## src/tmcs_consts.svh

```systemverilog
// register offsets, reset values and field positions for the compare channel block
`ifndef TMCS_CONSTS_SVH
`define TMCS_CONSTS_SVH

// ---------------------------------------------------------------
// register offsets
// ---------------------------------------------------------------
`define TMCS_OFF_MODE_SEL   8'h00
`define TMCS_OFF_FORCE      8'h01
`define TMCS_OFF_OVR_MASK   8'h02
`define TMCS_OFF_OVR_DATA   8'h03
`define TMCS_OFF_CNT_HI     8'h04
`define TMCS_OFF_CNT_LO     8'h05
`define TMCS_OFF_TOG_SEL    8'h07
`define TMCS_OFF_FLAGS      8'h0E
`define TMCS_OFF_PIN_DISC   8'h2C
`define TMCS_OFF_ACTION     8'h30
`define TMCS_OFF_PINS       8'h31
`define TMCS_OFF_CMP_BASE   8'h10
`define TMCS_OFF_CMP_LAST   8'h1F

// ---------------------------------------------------------------
// reset values and fields
// ---------------------------------------------------------------
`define TMCS_RST_BYTE       8'h00
`define TMCS_RST_CNT        16'h0000
`define TMCS_CNT_MAX        16'hFFFF
`define TMCS_CH7            7
`define TMCS_ACT_NONE       2'h0
`define TMCS_ACT_TOGGLE     2'h1
`define TMCS_ACT_CLEAR      2'h2
`define TMCS_ACT_SET        2'h3

`endif

```

## src/tmcs_pkg.sv

```systemverilog
// types shared by the compare channel block
package tmcs_pkg;
  typedef logic [7:0]  tmcs_byte_t;
  typedef logic [15:0] tmcs_word_t;
  typedef logic [7:0]  tmcs_addr_t;
  typedef enum logic [1:0]
  {
    TMCS_ACT_NONE_E   = 2'h0,
    TMCS_ACT_TOGGLE_E = 2'h1,
    TMCS_ACT_CLEAR_E  = 2'h2,
    TMCS_ACT_SET_E    = 2'h3
  } tmcs_action_e;
endpackage

```

## src/tmcs_chan_ctl.sv

```systemverilog
// channel mode select, compare force and channel 7 override logic
//
// How it works
// RULE1: select bit 0 capture, 1 compare
// RULE2: force register reads zero, pulse only
// RULE3: force runs programmed compare pin action
// RULE4: forced action never sets the flag
// RULE5: force beats same-cycle match, flag unset
// RULE6: channel 7 event overrides masked channels 7..0
// RULE7: masked pins take channel 7 data bits
// RULE8: transfer only if compare, not disconnected
// RULE9: overflow toggle beats force, yields override
// RULE10: sixteen-bit free-running up counter
// RULE11: match when counter equals compare value
`timescale 1ns/100ps
`include "tmcs_consts.svh"
module tmcs_chan_ctl #(
  parameter int CHANNELS = 8
) (
  input  wire logic                 mclk_i,
  input  wire logic                 rst_n_i,
  input  wire logic                 ce_i,
  input  wire tmcs_pkg::tmcs_addr_t addr_i,
  input  wire tmcs_pkg::tmcs_byte_t wdata_i,
  input  wire logic                 wr_i,
  input  wire logic                 rd_i,
  input  wire logic [CHANNELS-1:0]  pin_i,
  input  wire logic [2*CHANNELS-1:0] pin_action_i,
  output tmcs_pkg::tmcs_byte_t      rdata_o,
  output logic [CHANNELS-1:0]       pin_o,
  output logic [CHANNELS-1:0]       pin_oe_o,
  output logic [CHANNELS-1:0]       match_flag_o
);
  import tmcs_pkg::*;

  // ---------------------------------------------------------------
  // registers
  // ---------------------------------------------------------------
  tmcs_byte_t mode_sel_r;
  tmcs_byte_t ovr_mask_r;
  tmcs_byte_t ovr_data_r;
  tmcs_byte_t tog_sel_r;
  tmcs_byte_t pin_disc_r;
  tmcs_byte_t force_r;
  tmcs_byte_t flags_r;
  logic [2*CHANNELS-1:0] action_r;
  logic [CHANNELS-1:0]   pin_r;
  logic [CHANNELS-1:0]   pin_nxt;
  logic [CHANNELS-1:0]   pin_s1_r;
  logic [CHANNELS-1:0]   pin_s2_r;
  logic [CHANNELS-1:0]   match;
  logic [CHANNELS-1:0]   flag_set;
  logic [CHANNELS-1:0]   flag_clr;
  logic                  ovr_event;
  logic [2:0]            rd_sel_r;
  tmcs_byte_t            rd_reg_r;
  tmcs_word_t            count;
  logic                  ovf;
  logic [CHANNELS*16-1:0] cmp_values;
  tmcs_byte_t            mem_rdata;
  logic                  cmp_wr;
  logic                  cmp_hit;
  function automatic logic in_cmp(input tmcs_addr_t a);
    in_cmp = (a >= `TMCS_OFF_CMP_BASE) && (a <= `TMCS_OFF_CMP_LAST);
  endfunction
  function automatic logic act_pin(input logic [1:0] act, input logic cur);
    case (act)
      `TMCS_ACT_TOGGLE: act_pin = ~cur;
      `TMCS_ACT_CLEAR:  act_pin = 1'b0;
      `TMCS_ACT_SET:    act_pin = 1'b1;
      default:          act_pin = cur;
    endcase
  endfunction
  assign cmp_wr  = wr_i && in_cmp(addr_i);
  assign cmp_hit = in_cmp(addr_i);

  // ---------------------------------------------------------------
  // submodules
  // ---------------------------------------------------------------
  tmcs_counter u_cnt (
    .mclk_i  (mclk_i),
    .rst_n_i (rst_n_i),
    .ce_i    (ce_i),
    .count_o (count),   // RULE10
    .ovf_o   (ovf)
  );
  tmcs_cmp_mem #(.CHANNELS(CHANNELS)) u_mem (
    .mclk_i   (mclk_i),
    .ce_i     (ce_i),
    .wr_i     (cmp_wr),
    .waddr_i  (addr_i[3:0]),
    .wdata_i  (wdata_i),
    .raddr_i  (addr_i[3:0]),
    .rdata_o  (mem_rdata),
    .values_o (cmp_values)
  );

  // ---------------------------------------------------------------
  // register writes
  // ---------------------------------------------------------------
  always_ff @(posedge mclk_i)
  begin
    if (!rst_n_i)
    begin
      mode_sel_r <= `TMCS_RST_BYTE;
      ovr_mask_r <= `TMCS_RST_BYTE;
      ovr_data_r <= `TMCS_RST_BYTE;
      tog_sel_r  <= `TMCS_RST_BYTE;
      pin_disc_r <= `TMCS_RST_BYTE;
    end
    else if (ce_i && wr_i)
    begin
      if (addr_i == `TMCS_OFF_MODE_SEL)
      begin
        mode_sel_r <= wdata_i;
      end
      else if (addr_i == `TMCS_OFF_OVR_MASK)
      begin
        ovr_mask_r <= wdata_i;
      end
      else if (addr_i == `TMCS_OFF_OVR_DATA)
      begin
        ovr_data_r <= wdata_i;
      end
      else if (addr_i == `TMCS_OFF_TOG_SEL)
      begin
        tog_sel_r <= wdata_i;
      end
      else if (addr_i == `TMCS_OFF_PIN_DISC)
      begin
        pin_disc_r <= wdata_i;
      end
    end
  end

  // pin actions come from the edge/level control that lives outside
  always_ff @(posedge mclk_i)
  begin
    if (!rst_n_i)
    begin
      action_r <= '0;
    end
    else if (ce_i)
    begin
      action_r <= pin_action_i;
    end
  end

  // force is a one-cycle pulse, never held
  always_ff @(posedge mclk_i)
  begin
    if (!rst_n_i)
    begin
      force_r <= `TMCS_RST_BYTE;
    end
    else if (ce_i)
    begin
      force_r <= (wr_i && addr_i == `TMCS_OFF_FORCE) ? wdata_i : `TMCS_RST_BYTE; // RULE2
    end
  end

  // ---------------------------------------------------------------
  // compare and pin action
  // ---------------------------------------------------------------
  always_comb
  begin
    for (int i = 0; i < CHANNELS; i++)
    begin
      match[i] = mode_sel_r[i] && (count == cmp_values[i*16 +: 16]); // RULE1 RULE11
    end
  end
  assign ovr_event = (ovf && tog_sel_r[`TMCS_CH7]) || match[`TMCS_CH7]; // RULE6
  always_comb
  begin
    pin_nxt = pin_r;
    for (int i = 0; i < CHANNELS; i++)
    begin
      if (mode_sel_r[i])
      begin
        if (ovr_event && ovr_mask_r[i])
        begin
          if (!pin_disc_r[i])
          begin
            pin_nxt[i] = ovr_data_r[i]; // RULE6 RULE7 RULE8
          end
        end
        else if (ovf && tog_sel_r[i])
        begin
          pin_nxt[i] = ~pin_r[i]; // RULE9
        end
        else if (force_r[i] || match[i])
        begin
          pin_nxt[i] = act_pin(action_r[2*i +: 2], pin_r[i]); // RULE3
        end
      end
    end
  end

  always_ff @(posedge mclk_i)
  begin
    if (!rst_n_i)
    begin
      pin_r <= '0;
    end
    else if (ce_i)
    begin
      pin_r <= pin_nxt;
    end
  end
  assign pin_o = pin_r;
  always_ff @(posedge mclk_i)
  begin
    if (!rst_n_i)
    begin
      pin_oe_o <= '0;
    end
    else if (ce_i)
    begin
      pin_oe_o <= mode_sel_r & ~pin_disc_r; // RULE1 RULE8
    end
  end

  // ---------------------------------------------------------------
  // match flags
  // ---------------------------------------------------------------
  assign flag_set = match & ~force_r; // RULE4 RULE5
  assign flag_clr = (ce_i && wr_i && addr_i == `TMCS_OFF_FLAGS) ? wdata_i : '0;
  // set wins over clear
  always_ff @(posedge mclk_i)
  begin
    if (!rst_n_i)
    begin
      flags_r <= `TMCS_RST_BYTE;
    end
    else if (ce_i)
    begin
      flags_r <= (flags_r & ~flag_clr) | flag_set;
    end
  end
  assign match_flag_o = flags_r;

  // ---------------------------------------------------------------
  // pin synchroniser for read-back
  // ---------------------------------------------------------------
  always_ff @(posedge mclk_i)
  begin
    if (!rst_n_i)
    begin
      pin_s1_r <= '0;
      pin_s2_r <= '0;
    end
    else if (ce_i)
    begin
      pin_s1_r <= pin_i;
      pin_s2_r <= pin_s1_r;
    end
  end

  // ---------------------------------------------------------------
  // read path
  // ---------------------------------------------------------------
  always_ff @(posedge mclk_i)
  begin
    if (!rst_n_i)
    begin
      rd_reg_r <= `TMCS_RST_BYTE;
      rd_sel_r <= 3'h0;
    end
    else if (ce_i)
    begin
      rd_sel_r <= (rd_i && cmp_hit) ? 3'h1 : 3'h0;
      if (!rd_i)
      begin
        rd_reg_r <= `TMCS_RST_BYTE;
      end
      else if (addr_i == `TMCS_OFF_MODE_SEL)
      begin
        rd_reg_r <= mode_sel_r;
      end
      else if (addr_i == `TMCS_OFF_FORCE)
      begin
        rd_reg_r <= `TMCS_RST_BYTE; // RULE2
      end
      else if (addr_i == `TMCS_OFF_OVR_MASK)
      begin
        rd_reg_r <= ovr_mask_r;
      end
      else if (addr_i == `TMCS_OFF_OVR_DATA)
      begin
        rd_reg_r <= ovr_data_r;
      end
      else if (addr_i == `TMCS_OFF_CNT_HI)
      begin
        rd_reg_r <= count[15:8];
      end
      else if (addr_i == `TMCS_OFF_CNT_LO)
      begin
        rd_reg_r <= count[7:0];
      end
      else if (addr_i == `TMCS_OFF_TOG_SEL)
      begin
        rd_reg_r <= tog_sel_r;
      end
      else if (addr_i == `TMCS_OFF_FLAGS)
      begin
        rd_reg_r <= flags_r;
      end
      else if (addr_i == `TMCS_OFF_PIN_DISC)
      begin
        rd_reg_r <= pin_disc_r;
      end
      else if (addr_i == `TMCS_OFF_PINS)
      begin
        rd_reg_r <= pin_s2_r;
      end
      else
      begin
        rd_reg_r <= `TMCS_RST_BYTE;
      end
    end
  end
  // compare bytes come from the memory's own output register
  assign rdata_o = rd_sel_r[0] ? mem_rdata : rd_reg_r;
endmodule // tmcs_chan_ctl

```

## src/tmcs_cmp_mem.sv

```systemverilog
// sixteen-byte store for the eight compare values, registered read port
`timescale 1ns/100ps
module tmcs_cmp_mem #(
  parameter int CHANNELS = 8
) (
  input  wire logic                 mclk_i,
  input  wire logic                 ce_i,
  input  wire logic                 wr_i,
  input  wire logic [3:0]           waddr_i,
  input  wire logic [7:0]           wdata_i,
  input  wire logic [3:0]           raddr_i,
  output logic      [7:0]           rdata_o,
  output logic      [CHANNELS*16-1:0] values_o
);
  logic [7:0] mem_r [0:2*CHANNELS-1];

  // no reset on the store: values are don't-care until software loads them
  always_ff @(posedge mclk_i)
  begin
    if (ce_i && wr_i)
    begin
      mem_r[waddr_i] <= wdata_i;
    end
  end

  always_ff @(posedge mclk_i)
  begin
    if (ce_i)
    begin
      rdata_o <= mem_r[raddr_i];
    end
  end

  always_comb
  begin
    for (int i = 0; i < CHANNELS; i++)
    begin
      values_o[i*16 +: 16] = {mem_r[2*i], mem_r[2*i+1]};
    end
  end
endmodule // tmcs_cmp_mem

```

## src/tmcs_counter.sv

```systemverilog
// sixteen-bit free-running up counter with overflow pulse
`timescale 1ns/100ps
`include "tmcs_consts.svh"
module tmcs_counter (
  input  wire logic                 mclk_i,
  input  wire logic                 rst_n_i,
  input  wire logic                 ce_i,
  output tmcs_pkg::tmcs_word_t      count_o,
  output logic                      ovf_o
);
  import tmcs_pkg::*;

  always_ff @(posedge mclk_i)
  begin
    if (!rst_n_i)
    begin
      count_o <= `TMCS_RST_CNT;
    end
    else if (ce_i)
    begin
      count_o <= count_o + 16'h0001;
    end
  end

  // pulse stands in the cycle the count reads zero after wrapping
  always_ff @(posedge mclk_i)
  begin
    if (!rst_n_i)
    begin
      ovf_o <= 1'b0;
    end
    else if (ce_i)
    begin
      ovf_o <= (count_o == `TMCS_CNT_MAX);
    end
  end
endmodule // tmcs_counter

```

## config.mk

```make
export PLATFORM = sky130hd
export DESIGN_NAME = tmcs_chan_ctl
export DESIGN_NICKNAME = d
export VERILOG_FILES = /design/src/tmcs_pkg.sv /design/src/tmcs_chan_ctl.sv /design/src/tmcs_cmp_mem.sv /design/src/tmcs_counter.sv
export VERILOG_INCLUDE_DIRS = /design/src
export SDC_FILE = /design/constraint.sdc
export NUM_CORES = 1
export LEC_CHECK = 0
export BUFFER_PORTS_ARGS = -buffer_cell sky130_fd_sc_hd__buf_2
export CAP_MARGIN = 20
export CORE_MARGIN = 3
export CORE_UTILIZATION = 35
export DETAILED_ROUTE_END_ITERATION = 6
export SLEW_MARGIN = 20
export SYNTH_ARGS = -nofsm -noshare
export SYNTH_HDL_FRONTEND = slang
export SYNTH_SLANG_ARGS = --single-unit
```

## constraint.sdc

```tcl
create_clock -name mclk_i -period 4 [get_ports mclk_i]
set_input_delay 0.4 -clock mclk_i [delete_from_list [all_inputs] [get_ports mclk_i]]
set_output_delay 0.4 -clock mclk_i [all_outputs]
set_load 0.03 [all_outputs]
```

==> impl_summary.txt <==
----------------------------------------------------
[Status]
  Run status ... finished clean

[Power and ir drop]
  Power density over the cells ... 402 nW/µm²
  Switching share of power ... 21.9%
  Share of total power in the clock network ... 46.8%
  Sequential share of power ... 47.6%
  Comb pwr share ... 5.6%
  Worst-case vdd ir drop ... 0.241 mV
  Net switching power ... 1.34 mW
  Internal power summed over all cells ... 4.79 mW
  Leakage ... 5.28 nW

[Detailed routing]
  Detail Route Antenna Nets ... 0
  Via/cell ratio ... 5.57
  Average detailed-routed wire length per instance ... 24.1 µm
  DR iter-0 viols ... 943
  DRC viols ... 0
  Sum of routed wire length over all layers ... 42500 µm
  Total number of vias ... 9827
  Drt first pass iters ... 5

[Clocking]
  Clk Latency, worst-skew pair ... 0.56 ns
  Reg clk slew, reported paths ... 0.06 ns
  Post-cts sizing count ... 0
  CTS sink cnt ... 266
  Buffers inserted by post-CTS timing repair ... 0
  TritonCTS clock tree ... yes
  Buffer cell driving the clock tree root ... sky130_fd_sc_hd__clkbuf_16
  Number of buffers on the longest clock path ... 3
  Quantity of hold-fixing buffers added after cts ... 0
  H-tree levels ... 1
  Number of CTS-inserted buffers ... 29

[Timing]
  Post-layout min period ... 2.96 ns
  Final number of setup-violating endpoints ... 0
  Setup repair after global routing missed its margin ... false
  Share of the cycle needed by the critical path after routing ... 74.1%
  Final count of pins violating max slew ... 0
  Total negative slack ... 0 ns
  Hold violation count in the final report ... 0
  Minimum hold slack ... 0.0992 ns
  Worst-Margin Slew ... 0.972 ns
  Max-slew headroom ... 35.2%
  Maximum clock frequency ... 338 MHz
  Maximum clock skew at final layout ... 0.0107 ns

[Synth]
  Post-synth top area share ... 30.6%
  Top cells by area in the synthesized netlist ... sky130_fd_sc_hd__edfxtp_1, sky130_fd_sc_hd__dfxtp_1, sky130_fd_sc_hd__mux4_2
  Post-synth EDFFs ... 136
  Post-Syn Nets ... 1224
  Most used flip-flop cell after synthesis ... sky130_fd_sc_hd__edfxtp_1
  Post-synthesis async set-or-reset flop share ... 0%
  Synthesized instance count ... 1178
  Compound-Gate Fraction of Synth Area ... 7.96%
  Combinational family with the most area after synthesis ... simple AND/OR/NAND/NOR gates
  Most frequently used cell type in the post-synthesis netlist ... sky130_fd_sc_hd__edfxtp_1
  Distinct cell type count of the synthesized netlist ... 68
  Total of flip-flops plus latches after synthesis ... 266
  Warnings, synthesis ... 0
  Simple-Gate Fraction of Synth Area ... 15.7%
  Area of the mapped netlist ... 13400 µm²
  Mux cell area share after synthesis ... 13.6%
  Leading post-synthesis cells by instance count ... sky130_fd_sc_hd__edfxtp_1, sky130_fd_sc_hd__dfxtp_1, sky130_fd_sc_hd__xnor2_1, sky130_fd_sc_hd__nor2b_1, sky130_fd_sc_hd__nand2_1
  Part of the Yosys area used for sequential elements ... 50.1%
  Synthesized-area fraction occupied by xor and xnor cells ... 9.48%
  Largest area contributor in the netlist ... sky130_fd_sc_hd__edfxtp_1
  Synthesized area divided by synthesized cell count ... 11.3 µm²
  Adder-cell share of the synthesized area ... 0.0937%

[Floorplanning]
  Core Rows ... 70
  IO Count ... 77
  Core region area ... 37100 µm²
  Die Width ... 201 µm
  Vert. Die Dim ... 201 µm
  Full die area ... 40500 µm²
  Initial core utilization ... 36.0%

[Setup path]
  Arrival time at the worst endpoint ... 3.39 ns
  Critical path cell sequence ... buf_4 -> xnor2_1 -> nand4_1 -> nor4_1 -> and3_1 -> o22a_1 -> o2111ai_1 -> mux2i_1
  Critical path start-end classification ... flip-flop to flip-flop
  Crit-path slowest cell ... sky130_fd_sc_hd__dfxtp_1
  Worst Setup End Kind ... flip-flop
  Kind of start point of the critical path ... flip-flop
  Maximum cell stage delay along the critical path ... 0.69 ns
  Largest fanout on the critical path ... 8
  Data required, critical path ... 4.43 ns

[Place]
  Placed insts ... 1710
  Routability Congestion ... 0.939
  Post-DP HPWL ... 30200 µm
  Buffers on Ports ... 76

[Finish]
  Ratio of cells with drive above 1 in the final layout ... 17.1%
  Layout Area Growth over Synthesis ... 14.4%
  Diode count ... 0
  Number of standard cells in the final layout excluding fillers ... 1763
  Core occupancy in the finished layout ... 41.1%
  Final nets ... 1283

[Global route]
  Initial antenna violation count ... 1
  Vias in the first global route ... 9567
  Largest net degree at the start of global routing ... 107
  Total congestion overflow after global routing ... 0
  Wire length of the first global-routing pass ... 63100 µm
  Global-route total usage across every layer ... 20.3%

[Flow run]
  Maximum Capacitance Violations ... 0

[Min path]
  Worst min-delay path category ... input pin to flip-flop

----------------------------------------------------
## worst max-delay path, delay by kind of cell (launching register included)
kind | cells | cell delay [ns]
compound gates | 2 | 0.32
xor+xnor | 1 | 0.14
buf+inv | 1 | 0.30
flops | 1 | 0.69
mux | 1 | 0.18
simple gates | 3 | 1.21
## state kept, by name, summed over array words and instances (netlist names)
| name | cells |
|---|---|
| mode_sel_r | 8 |
| pin_s1_r | 8 |
| action_r | 16 |
| rd_reg_r | 8 |
| match_flag_o | 8 |
| u_cnt.ovf_o | 1 |
| force_r | 8 |
| u_cnt.count_o | 16 |
| u_mem.rdata_o | 8 |
| rd_sel_r | 1 |
| u_mem.mem_r | 128 |
| ovr_data_r | 8 |
| tog_sel_r | 8 |
| ovr_mask_r | 8 |
| pin_o | 8 |
| pin_s2_r | 8 |
| pin_disc_r | 8 |
| pin_oe_o | 8 |
## placed cells by master (no fill, tap or decap), types with 32 or more instances in the layout
cell type	netlist	routed
sky130_fd_sc_hd__mux4_2	40	40
sky130_fd_sc_hd__xor2_1	38	38
sky130_fd_sc_hd__mux2i_1	84	84
sky130_fd_sc_hd__edfxtp_1	136	136
sky130_fd_sc_hd__buf_2	31	74
sky130_fd_sc_hd__nand2_1	88	88
sky130_fd_sc_hd__dfxtp_1	130	130
sky130_fd_sc_hd__a21oi_1	63	63
sky130_fd_sc_hd__o21ai_0	32	32
sky130_fd_sc_hd__nor2b_1	95	95
sky130_fd_sc_hd__nor2_1	45	45
sky130_fd_sc_hd__xnor2_1	101	101
## worst paths after layout
check	from	endpoint	slack (ns)	depth (start not counted)
worst max register to register	u_cnt.count_o[15]$_SDFFE_PN0P_	pin_o[0]$_SDFFE_PN0P_	1.04	8
worst min register to register	pin_oe_o[2]$_SDFFE_PN0P_	pin_oe_o[2]$_SDFFE_PN0P_	0.48	2
worst max-delay path	u_cnt.count_o[15]$_SDFFE_PN0P_	pin_o[0]$_SDFFE_PN0P_	1.04	8
worst min-delay path	pin_action_i[6]	action_r[6]$_SDFFE_PN0P_	0.1	3
## kinds of logic (layout without fill, tap and decap cells)
group	after synthesis	in the layout
and+or+nand+nor	377	377
DFF	266	266
AOI/OAI and AO/OA	170	170
xor gates and xnor gates	142	142
muxes	131	131
buffers and inverters	91	172
adders and majority gates	1	1
## layout make-up
class | count | area, µm²
Fill cell | 3574 | 21900
Sequential cell | 266 | 6690
Multi-Input combinational cell | 821 | 6260
Clock buffer | 36 | 782
Tap cell | 504 | 631
Timing Repair Buffer | 104 | 608
Clock inverter | 17 | 243
Inverter | 15 | 56.3
## layer usage
| layer | GRT usage (%) | routed length (µm) | up-vias |
|---|---|---|---|
| met2 | 32.0 | 19300 | 479 |
| li1 | - | - | 4379 |
| met4 | 8.30 | 1840 | 2 |
| met3 | 3.48 | 3550 | 99 |
| met5 | 0 | 7 | - |
| met1 | 28.0 | 17800 | 4868 |
## stage by stage
stage               area [µm²]  total power [mW]  worst slack [ns]
global route             15300              6.31              1.03
finish                   15300              6.13              1.04
global placement         14200              3.31              1.12
CTS                      15300              6.17              1.17
detailed placement       14200              3.32              1.10
floorplan                13400              3.17              1.70
## power by group through the flow
stage	registers [mW]	clock network, mW	logic (mW)
4_1_cts	2.92	2.91	0.340
3_3_place_gp	2.98	0	0.334
6_report	2.92	2.87	0.342
5_1_grt	2.92	3.02	0.365
3_5_place_dp	2.98	0	0.339
2_1_floorplan	2.96	0	0.210
(Power assumes the default switching activity.)
